<file path="src/hw/tx_dma_pkg.sv">
// Shared constants for the transmit DMA request and oversize frame count block
package tx_dma_pkg;
  // Register indices on the local register port
  localparam logic [1:0] REG_FETCH_SPACE = 2'h0;
  localparam logic [1:0] REG_POLL_INTERVAL = 2'h1;
  localparam logic [1:0] REG_STARVE = 2'h2;
  localparam logic [1:0] REG_OVERSIZE_COUNT = 2'h3;
  // Reset values of the registers
  localparam logic [7:0] FETCH_SPACE_RESET = 8'h08;
  localparam logic [7:0] POLL_INTERVAL_RESET = 8'h01;
  localparam logic [7:0] STARVE_RESET = 8'h04;
  localparam logic [15:0] OVERSIZE_COUNT_RESET = 16'h0000;
  // Threshold floors and the size of one threshold step
  localparam logic [7:0] FETCH_SPACE_MIN = 8'h08;
  localparam logic [7:0] STARVE_MIN = 8'h04;
  localparam logic [7:0] POLL_INTERVAL_MIN = 8'h01;
  localparam int unsigned STEP_SHIFT = 5;
  // Oversize frame limits in bytes, destination address through FCS
  localparam logic [15:0] MAX_PLAIN_FRAME = 16'h05ee;
  localparam logic [15:0] MAX_TAGGED_FRAME = 16'h05f2;
  // Counter wrap point and near full event value as printed
  localparam logic [15:0] COUNT_WRAP_VALUE = 16'h0fff;
  localparam logic [19:0] COUNT_EVENT_VALUE = 20'hc0000;
  // Poll step time and the clock rate it is counted in
  localparam int unsigned POLL_STEP_NS = 320;
  localparam int unsigned CLK_PERIOD_NS = 5;
  localparam int unsigned POLL_STEP_CYCLES = (POLL_STEP_NS + CLK_PERIOD_NS - 1) / CLK_PERIOD_NS;
  // Bit of the counter suppress mask that freezes the oversize count
  localparam int unsigned SUPPRESS_OVERSIZE_BIT = 19;
  // Bus owner selection
  typedef enum logic [1:0] {
    OWNER_NONE,
    OWNER_TX,
    OWNER_RX
  } bus_owner_t;
endpackage

</file>
<file path="src/hw/desc_poll_timer.sv">
// Periodic descriptor re-fetch timer in 320 ns steps
`timescale 1ns/10ps
module desc_poll_timer #(
  parameter int unsigned STEP_CYCLES = tx_dma_pkg::POLL_STEP_CYCLES
) (
  input wire logic ref_clk_i,
  input wire logic rst_n_i,
  input wire logic run_i,
  input wire logic [7:0] interval_i,
  output logic poll_o
);
  import tx_dma_pkg::*;

  localparam int unsigned STEP_W = $clog2(STEP_CYCLES);
  localparam logic [STEP_W-1:0] STEP_LAST = STEP_W'(STEP_CYCLES - 1);

  logic [STEP_W-1:0] step_cnt_ff;
  logic [7:0] tick_cnt_ff;
  logic step_tick;
  logic [7:0] eff_interval;

  // A zero interval would stop polling, so it is floored
  assign eff_interval = (interval_i < POLL_INTERVAL_MIN) ? POLL_INTERVAL_MIN : interval_i;
  assign step_tick = run_i && (step_cnt_ff == STEP_LAST);

  // Divider giving one enable pulse per 320 ns step
  always_ff @(posedge ref_clk_i or negedge rst_n_i)
  begin
    if (!rst_n_i)
      step_cnt_ff <= '0;
    else if (!run_i || step_tick)
      step_cnt_ff <= '0;
    else
      step_cnt_ff <= step_cnt_ff + 1'b1;
  end

  // Count steps; restart whenever transmit DMA goes idle
  always_ff @(posedge ref_clk_i or negedge rst_n_i)
  begin
    if (!rst_n_i)
    begin
      tick_cnt_ff <= '0;
      poll_o <= 1'b0;
    end
    else
    begin
      poll_o <= 1'b0;
      if (!run_i)
        tick_cnt_ff <= '0;
      else if (step_tick)
      begin
        if (tick_cnt_ff + 8'h01 >= eff_interval)
        begin
          tick_cnt_ff <= '0;
          poll_o <= 1'b1;
        end
        else
          tick_cnt_ff <= tick_cnt_ff + 8'h01;
      end
    end
  end
endmodule

</file>
<file path="src/hw/tx_dma_request.sv">
// Transmit DMA request logic, descriptor poll and oversize frame counter
//
// Behaviour
// A normal request may start once FIFO free bytes exceed the fetch threshold times 32.
// A transmit request is forced while FIFO used bytes exceed the current fragment length.
// The fetch threshold tops out at 0xff and any value under 0x08 acts as 0x08.
// While transmit DMA runs, the descriptor is re-fetched every poll interval times 320 ns.
// A poll interval under 0x01 acts as 0x01 so polling never stops, longest 81.6 us.
// An urgent request may start once FIFO used bytes fall under starve threshold times 32.
// An urgent transmit request beats receive DMA unless receive DMA is urgent too.
// The starve threshold tops out at 0xff and any value under 0x04 acts as 0x04.
// Each good transmitted frame longer than 1518 bytes, or 1522 when tagged, is counted.
// The oversize frame counter wraps to zero after its printed limit 0xfff.
// The near full event fires when the counter reaches the printed value 0xc0000; the 16-bit count wrapping at 0xfff never reaches it.
// The counter moves only while counters are on and its suppress bit is clear.
// Suppress mask bit 19 set to 1 freezes the oversize frame counter.
// Both request kinds share one master request; urgent supersedes normal until granted.
`timescale 1ns/10ps
module tx_dma_request #(
  parameter int unsigned FIFO_BYTES_W = 14,
  parameter logic [15:0] WRAP_VALUE = tx_dma_pkg::COUNT_WRAP_VALUE,
  parameter logic [19:0] EVENT_VALUE = tx_dma_pkg::COUNT_EVENT_VALUE
) (
  input wire logic ref_clk_i,
  input wire logic rst_n_i,
  // Local register port
  input wire logic [1:0] reg_addr_i,
  input wire logic reg_wr_i,
  input wire logic reg_rd_i,
  input wire logic [15:0] reg_wdata_i,
  output logic [15:0] reg_rdata_o,
  // Transmit FIFO levels and current descriptor
  input wire logic tx_dma_active_i,
  input wire logic [FIFO_BYTES_W-1:0] fifo_free_bytes_i,
  input wire logic [FIFO_BYTES_W-1:0] fifo_used_bytes_i,
  input wire logic [15:0] fragment_length_i,
  // Shared bus master request and grant
  input wire logic rx_req_i,
  input wire logic rx_urgent_i,
  input wire logic mst_gnt_i,
  output logic mst_req_o,
  output logic mst_urgent_o,
  output logic tx_gnt_o,
  output logic rx_gnt_o,
  // Descriptor re-fetch strobe
  output logic desc_poll_o,
  // Transmitted frame report and counter gating
  input wire logic frame_ok_i,
  input wire logic [15:0] frame_length_i,
  input wire logic frame_tagged_i,
  input wire logic counters_on_i,
  input wire logic [31:0] counter_suppress_mask_i,
  output logic stats_near_full_event_o
);
  import tx_dma_pkg::*;

  // Byte threshold width, one spare bit so the compare never wraps
  localparam int unsigned THR_W = 8 + STEP_SHIFT + 1;

  // Stored register values, read back raw, and the urgent latch with its next state
  logic [7:0] fetch_space_ff;
  logic [7:0] poll_interval_ff;
  logic [7:0] starve_ff;
  logic [15:0] count_ff;
  logic urgent_pend_ff;
  logic nxt_urgent_pend;

  // Floored thresholds and their byte equivalents
  logic [7:0] eff_fetch;
  logic [7:0] eff_starve;
  logic [THR_W-1:0] fetch_bytes;
  logic [THR_W-1:0] starve_bytes;

  // Request conditions and arbitration
  logic normal_want;
  logic forced_want;
  logic urgent_want;
  logic tx_want;
  bus_owner_t owner;

  // Oversize frame counting
  logic oversize;
  logic count_en;
  logic [15:0] nxt_count;

  // Floors applied on use so the register reads back what was written
  assign eff_fetch = (fetch_space_ff < FETCH_SPACE_MIN) ? FETCH_SPACE_MIN : fetch_space_ff;
  assign eff_starve = (starve_ff < STARVE_MIN) ? STARVE_MIN : starve_ff;
  assign fetch_bytes = THR_W'(eff_fetch) << STEP_SHIFT;
  assign starve_bytes = THR_W'(eff_starve) << STEP_SHIFT;

  // Request conditions, only meaningful while transmit DMA runs
  assign normal_want = tx_dma_active_i && (THR_W'(fifo_free_bytes_i) > fetch_bytes);
  assign forced_want = tx_dma_active_i
                       && (32'(fifo_used_bytes_i) > 32'(fragment_length_i));
  assign urgent_want = tx_dma_active_i && (THR_W'(fifo_used_bytes_i) < starve_bytes);
  // Pending urgent keeps the request up until it is granted
  assign tx_want = normal_want || forced_want || urgent_pend_ff;

  // Next urgent latch state; a new urgent condition wins over the clearing grant
  always_comb
  begin
    nxt_urgent_pend = urgent_pend_ff;
    if (urgent_want)
      nxt_urgent_pend = 1'b1;
    else if (tx_gnt_o || !tx_dma_active_i)
      nxt_urgent_pend = 1'b0;
  end

  // Urgent latch register
  always_ff @(posedge ref_clk_i or negedge rst_n_i)
  begin
    if (!rst_n_i)
      urgent_pend_ff <= 1'b0;
    else
      urgent_pend_ff <= nxt_urgent_pend;
  end

  // One shared master request path for both transmit kinds and receive
  assign mst_req_o = tx_want || rx_req_i || rx_urgent_i;

  // Urgent flag for the arbiter, from either side
  assign mst_urgent_o = urgent_pend_ff || rx_urgent_i;

  // Owner of a grant; normal receive goes ahead of normal transmit
  always_comb
  begin
    owner = OWNER_NONE;
    if (rx_urgent_i)
      owner = OWNER_RX;
    else if (urgent_pend_ff)
      owner = OWNER_TX;
    else if (rx_req_i)
      owner = OWNER_RX;
    else if (tx_want)
      owner = OWNER_TX;
  end

  // Grant steering follows the owner in the same cycle
  assign tx_gnt_o = mst_gnt_i && (owner == OWNER_TX);
  assign rx_gnt_o = mst_gnt_i && (owner == OWNER_RX);

  // Descriptor re-fetch timer
  desc_poll_timer u_poll (
    .ref_clk_i(ref_clk_i),
    .rst_n_i(rst_n_i),
    .run_i(tx_dma_active_i),
    .interval_i(poll_interval_ff),
    .poll_o(desc_poll_o)
  );

  // Fetch threshold register
  always_ff @(posedge ref_clk_i or negedge rst_n_i)
  begin
    if (!rst_n_i)
      fetch_space_ff <= FETCH_SPACE_RESET;
    else if (reg_wr_i && reg_addr_i == REG_FETCH_SPACE)
      fetch_space_ff <= reg_wdata_i[7:0];
  end

  // Poll interval register
  always_ff @(posedge ref_clk_i or negedge rst_n_i)
  begin
    if (!rst_n_i)
      poll_interval_ff <= POLL_INTERVAL_RESET;
    else if (reg_wr_i && reg_addr_i == REG_POLL_INTERVAL)
      poll_interval_ff <= reg_wdata_i[7:0];
  end

  // Starve threshold register
  always_ff @(posedge ref_clk_i or negedge rst_n_i)
  begin
    if (!rst_n_i)
      starve_ff <= STARVE_RESET;
    else if (reg_wr_i && reg_addr_i == REG_STARVE)
      starve_ff <= reg_wdata_i[7:0];
  end

  // Oversize frame detection and counting gate
  assign oversize = frame_tagged_i ? (frame_length_i > MAX_TAGGED_FRAME)
                                   : (frame_length_i > MAX_PLAIN_FRAME);
  assign count_en = frame_ok_i && oversize && counters_on_i
                    && !counter_suppress_mask_i[SUPPRESS_OVERSIZE_BIT];
  // Wraps at the printed limit, not at the full field width
  assign nxt_count = (count_ff >= WRAP_VALUE) ? 16'h0000 : count_ff + 16'h0001;

  // Counter; a software write takes precedence over a same-cycle frame
  always_ff @(posedge ref_clk_i or negedge rst_n_i)
  begin
    if (!rst_n_i)
      count_ff <= OVERSIZE_COUNT_RESET;
    else if (reg_wr_i && reg_addr_i == REG_OVERSIZE_COUNT)
      count_ff <= reg_wdata_i;
    else if (count_en)
      count_ff <= nxt_count;
  end

  // Near full event, registered on the same edge that the count lands on the event value
  always_ff @(posedge ref_clk_i or negedge rst_n_i)
  begin
    if (!rst_n_i)
      stats_near_full_event_o <= 1'b0;
    else
      stats_near_full_event_o <= count_en && (20'(nxt_count) == EVENT_VALUE);
  end

  // Registered read data; unknown indices cannot occur with two address bits
  always_ff @(posedge ref_clk_i or negedge rst_n_i)
  begin
    if (!rst_n_i)
      reg_rdata_o <= 16'h0000;
    else if (reg_rd_i)
    begin
      if (reg_addr_i == REG_FETCH_SPACE)
        reg_rdata_o <= {8'h00, fetch_space_ff};
      else if (reg_addr_i == REG_POLL_INTERVAL)
        reg_rdata_o <= {8'h00, poll_interval_ff};
      else if (reg_addr_i == REG_STARVE)
        reg_rdata_o <= {8'h00, starve_ff};
      else
        reg_rdata_o <= count_ff;
    end
  end
endmodule

</file>
<file path="config.mk">
export PLATFORM = sky130hd
export DESIGN_NAME = tx_dma_request
export DESIGN_NICKNAME = d
export VERILOG_FILES = /design/src/hw/tx_dma_pkg.sv /design/src/hw/desc_poll_timer.sv /design/src/hw/tx_dma_request.sv
export SDC_FILE = /design/constraint.sdc
export NUM_CORES = 1
export LEC_CHECK = 0
export BUFFER_PORTS_ARGS = -buffer_cell sky130_fd_sc_hd__buf_2
export CORE_UTILIZATION = 35
export DETAILED_ROUTE_END_ITERATION = 6
export PLACE_DENSITY_LB_ADDON = 0.15
export SLEW_MARGIN = 10
export SYNTH_ARGS = -nofsm -noshare
export SYNTH_HDL_FRONTEND = slang
export SYNTH_SLANG_ARGS = --single-unit
</file>
<file path="constraint.sdc">
create_clock -name ref_clk_i -period 3.2 [get_ports ref_clk_i]
set_input_delay 0.48 -clock ref_clk_i [delete_from_list [all_inputs] [get_ports ref_clk_i]]
set_output_delay 0.48 -clock ref_clk_i [all_outputs]
set_load 0.005 [all_outputs]
</file>
## After elaboration in Yosys (flattened, before gate mapping)

Index checks and enable logic that the tools add are counted.

- Flip-flop bits (word level): 72
- Input port bits: 121
- Output and inout bits: 22
- Word-level logic and storage cells: 77

- $add $sub $neg: 3
- Order comparisons: 10
- Eq/ne operators: 7
- Multiplexer cells: 23
- Reduce and logical (&&, ||, !) cells: 25

Operators by type and width:

| operator | number |
|---|---|
| two-way mux 16 bit | 6 |
| two-way mux 8 bit | 6 |
| greater-than comparator 16 x 11 -> 1 bit, second input constant | 2 |
| adder 16 x 1 -> 16 bit, second input constant | 1 |
| greater-or-equal comparator 16 x 12 -> 1 bit, second input constant | 1 |
| greater-than comparator 14 x 16 -> 1 bit | 1 |
| greater-than comparator 14 x 13 -> 1 bit | 1 |
| < comparator 14 x 13 -> 1 bit | 1 |
| logical AND 1 bit | 13 |
| adder 8 x 1 -> 8 bit, second input constant | 1 |
| greater-or-equal comparator 8 bit | 1 |
| < comparator 8 x 1 -> 1 bit, second input constant | 1 |
| < comparator 8 x 3 -> 1 bit, second input constant | 1 |
| < comparator 8 x 4 -> 1 bit, second input constant | 1 |
| logical OR 1 bit | 7 |
| two-way mux 1 bit | 7 |
| adder 6 x 1 -> 6 bit, second input constant | 1 |
| == test 2 bit, second input constant | 3 |
| == test 6 bit, second input constant | 1 |
| two-way mux 2 bit | 3 |
| two-way mux 6 bit | 1 |
| == test 2 x 1 -> 1 bit, second input constant | 2 |
| nonzero test 2 bit | 2 |
| zero test 1 bit | 2 |
| 2 further kinds | 2 |

## Longest topological paths before layout

Gate-level depths: netlist (run 1).

- Word-level depth: 15
- Depth in mapped cells: 11
- Gate-level depth less buffers: 11

## Modules after synthesis

From an unflattened synthesis (run 1), not the netlist that was laid out.

- Cell total of the unflattened synthesis: 465
- Area total of the unflattened synthesis: 4710.8 um2

By module, submodules not included:

| module | instances | cells an instance | area each (um2) | sequential area each (um2) |
|---|---|---|---|---|
| tx_dma_request | 1 | 369 | 3742.3 | 1430.1 |
| desc_poll_timer | 1 | 96 | 968.4 | 375.4 |

## Worst setup path after synthesis (run 1)

Ideal clock, no wire load.

- Kind: flip-flop to output port
- Start point: register fetch_space_ff[7]
- End point: output tx_gnt_o
- Data arrival time: 2.523 ns
- Data required time: 2.720 ns
- Setup slack: 0.197 ns
- Cell stages (with the launch flop): 11
- Buffers on the path: 0
- Path through: dfrtp_1 -> nor4_1 -> nand2b_1 -> and2_1 -> ha_1 -> or4b_1 -> or4_1 -> o21ai_1 -> a21oi_1 -> a31oi_2 -> o31ai_1

- Word-level cells in the longest chain between the ends: 12

RTL lines:

| item | RTL line | RTL |
|---|---|---|
| start: declaration | tx_dma_request.sv:61 | `logic [7:0] fetch_space_ff;` |
| start signal: assignment | tx_dma_request.sv:158 | `fetch_space_ff <= reg_wdata_i[7:0];` |
| < comparator 8 x 4 -> 1 bit | tx_dma_request.sv:87 | `assign eff_fetch = (fetch_space_ff < FETCH_SPACE_MIN) ? FETCH_SPACE_MIN : fetch_space_ff;` |
| two-way mux 8 bit * | tx_dma_request.sv:87 |  |
| greater-than comparator 14 x 13 -> 1 bit * | tx_dma_request.sv:93 | `assign normal_want = tx_dma_active_i && (THR_W'(fifo_free_bytes_i) > fetch_bytes);` |
| logical AND 1 bit * | tx_dma_request.sv:93 |  |
| logical OR 1 bit * (2 in a row) | tx_dma_request.sv:98 | `assign tx_want = normal_want \|\| forced_want \|\| urgent_pend_ff;` |
| two-way mux 1 bit * | tx_dma_request.sv:135 | `else if (tx_want)` |
| two-way mux 2 bit * | tx_dma_request.sv:133 | `else if (rx_req_i)` |
| two-way mux 2 bit * | tx_dma_request.sv:131 | `else if (urgent_pend_ff)` |
| two-way mux 2 bit * | tx_dma_request.sv:129 | `if (rx_urgent_i)` |
| == test 2 x 1 -> 1 bit * | tx_dma_request.sv:140 | `assign tx_gnt_o = mst_gnt_i && (owner == OWNER_TX);` |
| logical AND 1 bit * | tx_dma_request.sv:140 |  |
| end: declaration | tx_dma_request.sv:43 | `output logic tx_gnt_o,` |

Every way passes the cells marked *; elsewhere a longest branch is shown, timed or not.

## Final worst setup path (run 1)

Ends and elaborated chain as after synthesis.

==> results of run 1 <==
what timing repair did:
item / 4_1_cts / 5_1_grt
hold buffers: 1 / 0
pin swaps: 2 / 1
endpoints found under the setup margin: 2 / 2
endpoints found under the hold margin: 7 / 0
setup buffers: 1 / 1
gates resized for setup: 7 / 0
layer usage:
layer | wire length [um] | vias to the layer above | GRT usage
met5 | 0 | - | 0
met4 | 197 | 0 | 0.0650
met3 | 451 | 11 | 0.0293
met2 | 5460 | 95 | 0.296
met1 | 5410 | 1842 | 0.243
li1 | - | 1886 | -
cells in the final DEF (no fill, tap or decap), drive strengths merged, types with 10 or more instances in the layout:
cell / n
a21o: 12
a21oi: 15
a22o: 10
buf: 120
clkbuf: 11
dfrtp: 69
ha: 40
inv: 45
mux2: 28
nand2: 42
nand3: 20
nor2: 25
o21ai: 12
registers in the layout (all words and copies together), names as in the netlist:
name,flops
count_ff,16
fetch_space_ff,8
poll_interval_ff,8
reg_rdata_o,16
starve_ff,8
u_poll.poll_o,1
u_poll.step_cnt_ff,6
u_poll.tick_cnt_ff,8
urgent_pend_ff,1
final cells by class:
cell class	count	share of cell area
tap	172	0.0375
multi-input combinational	319	0.443
inverter	45	0.0294
clock buffer	11	0.0423
sequential	72	0.314
timing repair buffer	121	0.111
clock inverter	5	0.0224
where the power goes:
part           switching (mW)  total (mW)  internal (mW)  leakage (nW)
Sequential              0.163        1.23           1.07         0.907
Clock                   0.386        1.25          0.863         0.180
Combinational           0.326       0.684          0.358          1.74
stage by stage:
stage / total power [mW] / hold WS, ns
floorplan: 1.61 / 0.184
CTS: 3.20 / 0.367
detailed placement: 1.92 / 0.329
global placement: 1.89 / 0.326
finish: 3.16 / 0.377
global route: 3.34 / 0.374
worst paths after layout:
check,startpoint,end
setup / recovery,fetch_space_ff[7],tx_gnt_o
max in group asynchronous,rst_n_i,count_ff[4]
setup reg to reg,u_poll.tick_cnt_ff[0],u_poll.tick_cnt_ff[2]
min in group asynchronous,rst_n_i,reg_rdata_o[9]
hold / removal,reg_wdata_i[14],count_ff[14]
hold reg to reg,u_poll.step_cnt_ff[0],u_poll.step_cnt_ff[0]
logic make-up after synthesis:
logic type	after synthesis
xor+xnor	9
buf+inv	58
fa+ha+maj	40
simple gates	143
compound gates	90
other cells	1
flops	72
mux	36
critical path, delay by kind of cell (launching register included):
| kind | cells | cell delay [ns] |
|---|---|---|
| AND/OR/NAND/NOR | 5 | 1.40 |
| AO/OA/AOI/OAI | 4 | 0.48 |
| flip-flops | 1 | 0.39 |
| buffers and inverters | 2 | 0.30 |
| adder cells (fa/ha/maj) | 1 | 0.25 |
==> key figures, run 1 <==
Run status
  – Status: complete, but fails checks
  – Failing checks: setup timing

Yosys
  – Number of synthesized flops with an enable pin: 0
  – Post-Synth Adder-Cell Area: 0.110
  – Yosys reg bits: 72
  – Seq/Total Area, Yosys: 0.397
  – Syn nets: 610
  – Commonest cells in the netlist: dfrtp_1, inv_1, nand2_1, ha_1, mux2_2
  – Post-synthesis async set-or-reset flop share: 1.00
  – Xor/xnor share of the synthesized area: 0.0174
  – Main combinational cell family by area after synthesis: simple AND/OR/NAND/NOR gates
  – Count leader, synth: dfrtp_1
  – Synth area leaders: dfrtp_1, ha_1, mux2_2, mux4_2, inv_1
  – Instance count of the mapped netlist: 449
  – Cell Area, Synth: 0.00454 mm^2
  – Dominant synthesized flop cell: dfrtp_1
  – Synth Area in Simple Gates: 0.169
  – Area leader, netlist: dfrtp_1
  – Synth top area share: 0.380
  – Multiplexer share of the synthesized area: 0.109
  – Mean Syn Cell Area: 10.1 um^2
  – Synth warnings: 0
  – Compound-cell area share of the yosys netlist: 0.145
  – Synth cell types: 64

STA
  – Period minus WS final: 3.64 ns
  – Final period utilization: 1.14
  – Actual slew at the worst max-slew pin: 0.862 ns
  – Max-slew violations: 0
  – Setup_tns: -0.844 ns
  – Skew final: 0.00771 ns
  – Worst setup margin: -0.438 ns
  – Worst slew margin: 0.426
  – Setup violations, final: 2
  – Final hold violations: 0
  – Achievable frequency: approximately 270 MHz
  – RSZ-0062 raised after global routing: yes

Worst setup path
  – Slowest stage delay, CP: a little under 0.5 ns
  – Crit Path Category: flop to primary output
  – Startpoint types: flop
  – R2R setup slack: a little under 0.6 ns
  – Critical-path cell with the highest stage delay: or4_4
  – Critical path cell sequence: nor4_2 -> buf_4 -> nand2b_4 -> and2_4 -> ha_4 -> or4b_1 -> or4_4 -> o21ai_2 -> a21oi_2 -> a31oi_2 -> o31ai_1 -> buf_2
  – Critical path data required time: 2.72 ns
  – Worst-case reg-to-reg path depth: 11
  – Crit. End Element: primary output
  – Arr. time, crit path: 3.16 ns
  – Crit Path Max Fanout: 2

Floorplan
  – Die width: 116 um
  – Core area: ~0.013 mm^2
  – Initial core utilization: 0.360
  – I/O pin cnt: 143
  – Die area: around 0.013 mm^2
  – Die H: between 100 and 150 um
  – Num rows: slightly above 40

Detailed routing
  – Via density: 5.15
  – Wire per inst: 15.5 um
  – First drt pass iteration count: 5
  – Initial DRC Count: 202
  – Final WL: 11,500 um
  – DR vias: 3,834
  – Post-route ant nets: 0
  – Remaining DRCs: 0

Finish
  – ANT cells: 0
  – Post-route cell area: 0.00574 mm^2
  – Fillcell total: 1,255
  – Share of cells above drive strength 1: 0.344
  – Synth-to-layout area growth: 26.4%
  – Post-layout util: 0.455
  – Multi-input gate area: 0.00255 mm^2
  – NumNets Final: 729
  – Register Area: 0.00181 mm^2
  – Layout Cells excl Fill: 745

Power and ir drop
  – Leakage: around 2.8 nW
  – VDD IR max: 0.000322 V
  – Power per Cell Area: 551 mW/mm^2

Clock tree
  – H-tree levels: 3
  – Clk pin slew, worst setup/hold paths: 0.06 ns
  – CTS Root Cell: clkbuf_16
  – Clock latency on the worst-skew pair: around 0.33 ns
  – CTS Sinks: 72
  – CTS tree: yes
  – Clock buffer count from CTS: 9
  – CTS Buffer Depth: 2

Global route
  – Vias in the first global route: ~3,700
  – All-Layer GR Usage: 0.181
  – GRT overflow: 0
  – Initial antenna violation count: 0
  – First-pass GRT wire length: 18,500 um
  – Largest net degree at the start of global routing: 66

Run
  – Max_cap viols: 0

Placed design
  – Port bufs: 110
  – Pre-CTS setup slack: -0.155 ns
  – Final HPWL DP: 8840 um
  – Placed cell area: 0.00531 mm^2
  – DP Cell Count: 726
  – GPL Wtd Cong: 0.774

Worst hold path
  – Hold/Removal Path Class: input port to flop
  – Hold Path Stages: 2
No activity file was read; power rests on OpenSTA's default activity.
==> run 2: changes to the inputs <==
--- a/config.mk
+++ b/config.mk
@@ -8,7 +8,7 @@
 export BUFFER_PORTS_ARGS = -buffer_cell sky130_fd_sc_hd__buf_2
 export CORE_UTILIZATION = 35
 export DETAILED_ROUTE_END_ITERATION = 6
-export PLACE_DENSITY_LB_ADDON = 0.15
+export PLACE_DENSITY = 0.59
 export SLEW_MARGIN = 10
 export SYNTH_ARGS = -nofsm -noshare
 export SYNTH_HDL_FRONTEND = slang
==> constraint.sdc (replaced) <==
create_clock -name ref_clk_i -period 3.02 [get_ports ref_clk_i]
set_input_delay 0.453 -clock ref_clk_i [delete_from_list [all_inputs] [get_ports ref_clk_i]]
set_output_delay 0.453 -clock ref_clk_i [all_outputs]
set_load 0.005 [all_outputs]
==> run 2 against run 1 <==
  * The run still ends with setup timing left
  * Routed wire length fell by 2.6%
  * Final cell count fell by 0.13%
  * Die area did not move
  * Register-to-register slack got worse by 0.19 ns
  * Cell area fell by 2.4%
  * Critical path depth fell by 1
  * Largest power group is now sequential cells
  * Clock power fell by 25%
  * Worst hold slack got worse by 0.35 ns
  * Sequential power rose by 6%
  * Non-clock buffer count did not move
  * First-iteration DRC count fell by 25%
  * Combinational power rose by 4.1%
==> key figures, run 2 (synthesis results as in run 1) <==
Finish
  – Largest registers: count_ff (16), reg_rdata_o (16) (unchanged)
  – Post-route cell area: 0.00561 mm^2 (was 0.00574 mm^2)
  – Commonest non-fill, non-tap cell in the layout: buf_2 (unchanged)
  – Most frequent cells in the layout: buf_2, dfrtp_1, inv_1 (unchanged)
  – Share of cells above drive strength 1: 0.341 (was 0.344)
  – ANT cells: 0 (unchanged)
  – Fillcell total: 1,223 (was 1,255)
  – Synth-to-layout area growth: 23.4% (was 26.4%)
  – NumNets Final: 729 (unchanged)

STA
  – Setup violations, final: 2 (unchanged)
  – Max-slew violations: 0 (unchanged)
  – RSZ-0062 raised after global routing: yes (unchanged)
  – Setup_tns: -0.966 ns (was -0.844 ns)
  – Final period utilization: 1.16
  – Skew final: 0.00465 ns (was 0.00771 ns)
  – Final hold violations: 0 (unchanged)
  – Actual slew at the worst max-slew pin: 0.689 ns (was 0.862 ns)
  – Worst setup margin: -0.496 ns (was -0.438 ns)
  – Achievable frequency: around 280 MHz
  – Period minus WS final: 3.52 ns
  – Worst slew margin: 0.539 (was 0.426)

Global route
  – First-pass GRT wire length: 18,100 um (was 18,500 um)
  – Largest net degree at the start of global routing: 36 (was 66)
  – Initial antenna violation count: 0 (unchanged)
  – GRT overflow: 0 (unchanged)
  – All-Layer GR Usage: 0.177 (was 0.181)
  – Vias in the first global route: 3,637 (was 3,691)

Floorplan
  – Num rows: 41 (unchanged)
  – Die H: 116 um (unchanged)
  – Die width: 116 um (unchanged)
  – Core area: 0.0126 mm^2 (unchanged)
  – Die area: 0.0134 mm^2 (unchanged)
  – I/O pin cnt: 143 (unchanged)
  – Initial core utilization: 0.360 (unchanged)

Detailed routing
  – Via density: 5.16 (was 5.15)
  – Remaining DRCs: 0 (unchanged)
  – Initial DRC Count: 152 (was 202)
  – Post-route ant nets: 0 (unchanged)
  – First drt pass iteration count: 4 (was 5)
  – Final WL: 11,200 um (was 11,500 um)
  – DR vias: 3,836 (was 3,834)
  – Wire per inst: 15.1 um (was 15.5 um)

Clock tree
  – CTS hold repair buffers: 0 (was 1)
  – CTS Root Cell: clkbuf_16 (unchanged)
  – Clk pin slew, worst setup/hold paths: 0.05 ns (was 0.06 ns)
  – H-tree levels: 3 (unchanged)
  – CTS Sinks: 72 (unchanged)
  – Clock latency on the worst-skew pair: 0.33 ns (about the same)
  – Clock buffer count from CTS: 9 (unchanged)
  – CTS tree: yes (unchanged)
  – CTS Buffer Depth: 2 (unchanged)

Power and ir drop
  – Leakage: 2.78 nW (was 2.83 nW)
  – VDD IR max: 0.000238 V (was 0.000322 V)
  – Power per Cell Area: 527 mW/mm^2 (was 551 mW/mm^2)

Placed design
  – Pre-CTS setup slack: -0.190 ns (was -0.155 ns)
  – GPL Wtd Cong: 0.794 (was 0.774)
  – Final HPWL DP: 8840 um (about the same)
  – Placed cell area: 0.00531 mm^2 (about the same)
  – Port bufs: 110 (unchanged)

Worst setup path
  – Crit. End Element: primary output (unchanged)
  – Startpoint types: flop (unchanged)
  – Critical path data required time: 2.57 ns (was 2.72 ns)
  – Crit Path Max Fanout: 2 (unchanged)
  – Arr. time, crit path: 3.06 ns (was 3.16 ns)
  – Crit Path Category: flop to primary output (unchanged)

Run status
  – Status: complete, but fails checks (unchanged)
  – Failing checks: setup timing (unchanged)

Worst hold path
  – Hold/Removal Path Class: input port to asynchronous set/reset pin (was input port to flop)

Run
  – Max_cap viols: 0 (unchanged)
## run 2: per-stage QoR
step / util / power, mW / hold WS [ns] / instances
finish: 0.444 / 2.96 / 0.0300 / 744
global route: 0.444 / 3.14 / 0.0574 / 744
CTS: 0.443 / 2.99 / 0.0357 / 743
detailed placement: 0.421 / 2.02 / 0.392 / 727
global placement: 0.421 / 1.99 / 0.387 / 727
floorplan: - / 1.71 / 0.157 / 449
## run 2: routing by layer
layer	global-route usage	wire length [um]
met1	0.235	5140
met2	0.296	5410
met3	0.0204	527
met4	0.0675	153
met5	0	0
## run 2: critical path, stage by stage, from the launching register on
cell	delay (ns)
dfrtp_1	0.38
nor4_2	0.32
nand2b_1	0.10
and2_1	0.17
ha_1	0.26
or4b_1	0.43
or4_4	0.49
o21ai_2	0.13
a21oi_2	0.05
a31oi_2	0.19
o31ai_1	0.09
buf_2	0.13
## run 2: where the power goes
| group | switching [mW] | total (mW) | internal [mW] | leakage [nW] |
|---|---|---|---|---|
| clock network | 0.395 | 0.942 | 0.547 | 0.131 |
| logic | 0.339 | 0.712 | 0.373 | 1.74 |
| registers | 0.171 | 1.30 | 1.13 | 0.907 |
| total | 0.905 | 2.96 | 2.05 | 2.78 |
## run 2: what timing repair did
| item | CTS | global route |
|---|---|---|
| resized for setup | 1 | 3 |
| pin swaps | 2 | 1 |
| setup endpoints to repair | 2 | 2 |
| hold endpoints to repair | 0 | 0 |
| buffers inserted | 1 | 1 |
## run 2: area by class of cell
| class | count | area (um^2) | area share |
|---|---|---|---|
| Clock buffer | 9 | 225 | 0.0402 |
| Clock inverter | 6 | 36.3 | 0.00647 |
| Inverter | 45 | 169 | 0.0301 |
| Multi-Input combinational cell | 319 | 2520 | 0.450 |
| Sequential cell | 72 | 1810 | 0.322 |
| Tap cell | 172 | 215 | 0.0384 |
| Timing Repair Buffer | 121 | 633 | 0.113 |
## run 2: final timing paths
kind                                       startpoint                    end  slack (ns)  depth (start not counted)
worst max register to register  u_poll.tick_cnt_ff[0]  u_poll.tick_cnt_ff[2]        0.40                         10
worst min register to register  u_poll.step_cnt_ff[0]  u_poll.step_cnt_ff[0]        0.49                          1
worst max-delay path                fetch_space_ff[4]               tx_gnt_o       -0.50                         11
worst min-delay path                          rst_n_i  u_poll.tick_cnt_ff[7]        0.03                          1
min in group ref_clk_i                reg_wdata_i[11]           count_ff[11]        0.34                          2
max in group asynchronous                     rst_n_i    poll_interval_ff[0]        2.18                          2
==> run 3: changes to the inputs <==
--- a/config.mk
+++ b/config.mk
@@ -5,10 +5,11 @@
 export SDC_FILE = /design/constraint.sdc
 export NUM_CORES = 1
 export LEC_CHECK = 0
+export ABC_AREA = 1
 export BUFFER_PORTS_ARGS = -buffer_cell sky130_fd_sc_hd__buf_2
-export CORE_UTILIZATION = 35
+export CORE_UTILIZATION = 47
 export DETAILED_ROUTE_END_ITERATION = 6
-export PLACE_DENSITY = 0.59
+export PLACE_DENSITY = 0.75
 export SLEW_MARGIN = 10
 export SYNTH_ARGS = -nofsm -noshare
 export SYNTH_HDL_FRONTEND = slang
==> run 3 against run 2 <==
  * The run now ends clean
  * Sequential power fell by 9%
  * Clock skew grew 0.0091 ns
  * Maximum frequency rose by 25%
  * Critical endpoint unchanged
  * Die area shrank 22%
  * Combinational power decreased by 13%
  * Setup slack better by 0.71 ns
  * Largest power group unchanged
  * Critical path type unchanged
  * Non-clock buffer count fell by 10
  * Via count rose by 21%
  * First-iteration DRC count increased by 59%
==> key figures, run 3 <==
Worst setup path
  – Crit Path Max Fanout: 4 (was 2)
  – Arr. time, crit path: 2.35 ns (was 3.06 ns)
  – Crit path buf inv count: 2 (was 1)
  – Critical path cell sequence: nor4_4 -> nand2_1 -> nand2_1 -> ha_1 -> a21oi_1 -> o21ai_0 -> nand2_1 -> nand3_1 -> nand3_1 -> nand3_1 -> nand2_1 -> inv_1 -> buf_2 (was nor4_2 -> nand2b_1 -> and2_1 -> ha_1 -> or4b_1 -> or4_4 -> o21ai_2 -> a21oi_2 -> a31oi_2 -> o31ai_1 -> buf_2)
  – Slowest stage delay, CP: 0.43 ns (was 0.49 ns)
  – Crit Path Category: flop to primary output (unchanged)
  – Critical path data required time: 2.57 ns (about the same)
  – Critical-path cell with the highest stage delay: dfrtp_1 (was or4_4)
  – Crit. End Element: primary output (unchanged)
  – Startpoint types: flop (unchanged)
  – Most frequent CP cell: nand2_1
  – Top delay family on crit path: simple AND/OR/NAND/NOR gates (unchanged)

Yosys
  – Mean Syn Cell Area: 7.44 um^2 (was 10.1 um^2)
  – Syn nets: 801 (was 610)
  – Seq/Total Area, Yosys: 0.379 (was 0.397)
  – Compound-cell area share of the yosys netlist: 0.145 (about the same)
  – Main combinational cell family by area after synthesis: simple AND/OR/NAND/NOR gates (unchanged)
  – Synth cell types: 45 (was 64)
  – Synth top area share: 0.362 (was 0.380)
  – Xor/xnor share of the synthesized area: 0.0165 (was 0.0174)
  – Post-Synth Adder-Cell Area: 0.105 (was 0.110)
  – Multiplexer share of the synthesized area: 0 (was 0.109)
  – Dominant synthesized flop cell: dfrtp_1 (unchanged)
  – Count leader, synth: nand2_1 (was dfrtp_1)
  – Area leader, netlist: dfrtp_1 (unchanged)
  – Instance count of the mapped netlist: 640 (was 449)
  – Synth Area in Simple Gates: 0.269 (was 0.169)
  – Yosys reg bits: 72 (unchanged)
  – Post-synthesis async set-or-reset flop share: 1.00 (unchanged)
  – Synth area leaders: dfrtp_1, nand2_1, ha_1, inv_1, o21ai_0 (was dfrtp_1, ha_1, mux2_2, mux4_2, inv_1)
  – Synth warnings: 0 (unchanged)
  – Commonest cells in the netlist: nand2_1, inv_1, dfrtp_1, nor2_1, o21ai_0 (was dfrtp_1, inv_1, nand2_1, ha_1, mux2_2)
  – Cell Area, Synth: 0.00476 mm^2 (was 0.00454 mm^2)
  – Number of synthesized flops with an enable pin: 0 (unchanged)

Global route
  – First-pass GRT wire length: 19,900 um (was 18,100 um)
  – Met1 Use GR: 0.307 (was 0.235)
  – Met3 global-route usage: 0.0400 (was 0.0204)
  – Grt met2 use: 0.423 (was 0.296)
  – Vias in the first global route: 4,421 (was 3,637)
  – GRT overflow: 0 (unchanged)
  – Initial antenna violation count: 0 (unchanged)
  – GRT busiest layer: met2 (unchanged)
  – Largest net degree at the start of global routing: 39 (was 36)
  – All-Layer GR Usage: 0.242 (was 0.177)

Placed design
  – Port bufs: 110 (unchanged)
  – Final HPWL DP: 9120 um (was 8840 um)
  – GPL Wtd Cong: 0.867 (was 0.794)

Finish
  – Share of cells above drive strength 1: 0.199 (was 0.341)
  – NumNets Final: 908 (was 729)
  – ANT cells: 0 (unchanged)
  – Commonest non-fill, non-tap cell in the layout: nand2_1 (was buf_2)
  – Most frequent cells in the layout: nand2_1, buf_2, inv_1 (was buf_2, dfrtp_1, inv_1)
  – Largest registers: count_ff (16), reg_rdata_o (16) (unchanged)
  – Synth-to-layout area growth: 18.4% (was 23.4%)

Floorplan
  – Die area: 0.0105 mm^2 (was 0.0134 mm^2)
  – Die H: 103 um (was 116 um)
  – Die width: 103 um (was 116 um)
  – Num rows: 36 (was 41)
  – Initial core utilization: 0.485 (was 0.360)
  – I/O pin cnt: 143 (unchanged)
  – Core area: 0.00982 mm^2 (was 0.0126 mm^2)

STA
  – Setup_tns: 0 ns (was -0.966 ns)
  – Actual slew at the worst max-slew pin: 0.793 ns (was 0.689 ns)
  – RSZ-0062 raised after global routing: no (was yes)
  – Period minus WS final: 2.80 ns (was 3.52 ns)
  – Final hold violations: 0 (unchanged)
  – Hold slack: 0.171 ns (was 0.0300 ns)
  – Setup violations, final: 0 (was 2)
  – Achievable frequency: 357 MHz (was 284 MHz)
  – Final period utilization: 0.928 (was 1.16)
  – Max-slew violations: 0 (unchanged)
  – Skew final: 0.0138 ns (was 0.00465 ns)
  – Worst slew margin: 0.471 (was 0.539)

Power and ir drop
  – Switching power: 0.841 mW (was 0.905 mW)
  – Gate power share: 0.240 (was 0.241)
  – Internal power: 1.73 mW (was 2.05 mW)
  – VDD IR max: 0.000230 V (was 0.000238 V)
  – Leakage: 3.00 nW (was 2.78 nW)
  – Clk pwr share: 0.302 (was 0.319)
  – Switch share: 0.327 (was 0.306)
  – Reg power frac: 0.458 (was 0.440)
  – Power per Cell Area: 455 mW/mm^2 (was 527 mW/mm^2)

Clock tree
  – Clock latency on the worst-skew pair: 0.36 ns (was 0.33 ns)
  – CTS Buffer Depth: 2 (unchanged)
  – Clock buffer count from CTS: 9 (unchanged)
  – Post-cts sizing count: 0 (was 1)
  – CTS tree: yes (unchanged)
  – Clk pin slew, worst setup/hold paths: 0.09 ns (was 0.05 ns)
  – CTS hold repair buffers: 0 (unchanged)
  – H-tree levels: 3 (unchanged)
  – CTS Root Cell: clkbuf_8 (was clkbuf_16)
  – CTS Sinks: 72 (unchanged)
  – Setup Buffers After CTS: 0 (was 1)

Detailed routing
  – First drt pass iteration count: 5 (was 4)
  – Final WL: 11,900 um (was 11,200 um)
  – Via density: 5.23 (was 5.16)
  – Initial DRC Count: 241 (was 152)
  – Post-route ant nets: 0 (unchanged)
  – DR vias: 4,629 (was 3,836)
  – Wire per inst: 13.5 um (was 15.1 um)
  – Remaining DRCs: 0 (unchanged)

Worst hold path
  – Hold/Removal Path Class: input port to asynchronous set/reset pin (unchanged)

Run status
  – Status: complete, no violations (was complete, but fails checks)

Run
  – Max_cap viols: 0 (unchanged)
## run 3: cell types whose count changed in the layout (fill, tap and decap cells not counted), moves of 8 or more
| cell | previous run | this run |
|---|---|---|
| nand2_1 | 42 | 176 |
| inv_1 | 44 | 83 |
| o21ai_0 | 10 | 46 |
| mux2_2 | 28 | 0 |
| nor2_1 | 25 | 48 |
| a21oi_1 | 14 | 34 |
| nand3_1 | 19 | 38 |
| buf_4 | 11 | 0 |
| a22o_1 | 10 | 0 |
| clkbuf_8 | 0 | 10 |
| clkbuf_16 | 9 | 0 |
| o211ai_1 | 4 | 13 |
| mux4_2 | 8 | 0 |
## run 3: power by group through the flow
stage | Sequential [mW] | Combinational (mW) | Clock (mW)
finish | 1.18 | 0.616 | 0.775
global route | 1.19 | 0.719 | 0.821
CTS | 1.17 | 0.618 | 0.779
detailed placement | 1.19 | 0.610 | 0
global placement | 1.18 | 0.582 | 0
floorplan | 1.16 | 0.400 | 0
## run 3: path summary, 6_finish.rpt
path,start,end,slack (ns),depth (start not counted)
worst min-delay path,rst_n_i,u_poll.step_cnt_ff[0],0.17,1
worst min register to register,u_poll.step_cnt_ff[0],u_poll.step_cnt_ff[0],0.47,1
worst max-delay path,fetch_space_ff[7],tx_gnt_o,0.22,13
worst max register to register,u_poll.tick_cnt_ff[0],u_poll.tick_cnt_ff[7],0.64,11
min in group ref_clk_i,reg_wdata_i[13],count_ff[13],0.29,3
max in group asynchronous,rst_n_i,starve_ff[2],2.09,2
## run 3: cells by family after synthesis
| family | count (synthesis) |
|---|---|
| other | 1 |
| buffers and inverters | 103 |
| and+or+nand+nor | 295 |
| xor gates and xnor gates | 9 |
| DFF | 72 |
| AOI/OAI and AO/OA | 120 |
| adders and majority gates | 40 |
## run 3: routing by layer
layer  vias up  wire (um)
met5         -          0
met4         0        133
met3        19        487
met2       133       6170
met1      2163       5130
li1       2314          -
## run 3: layout make-up
cell class                      count  area [um^2]
Clock buffer                       11          141
Clock inverter                      5         56.3
Fill cell                         896         4180
Inverter                           88          330
Multi-Input combinational cell    465         2570
Sequential cell                    72         1810
Tap cell                          133          166
Timing Repair Buffer              111          571
## run 3: per-stage QoR
step | total power [mW] | instances | setup WS (ns) | util | instance area [um^2]
floorplan | 1.56 | 640 | 0.885 | - | 4760
global placement | 1.77 | 869 | 0.516 | 0.553 | 5430
detailed placement | 1.80 | 869 | 0.510 | 0.553 | 5430
CTS | 2.57 | 885 | 0.114 | 0.573 | 5630
global route | 2.73 | 885 | 0.0215 | 0.575 | 5640
finish | 2.57 | 885 | 0.218 | 0.575 | 5640
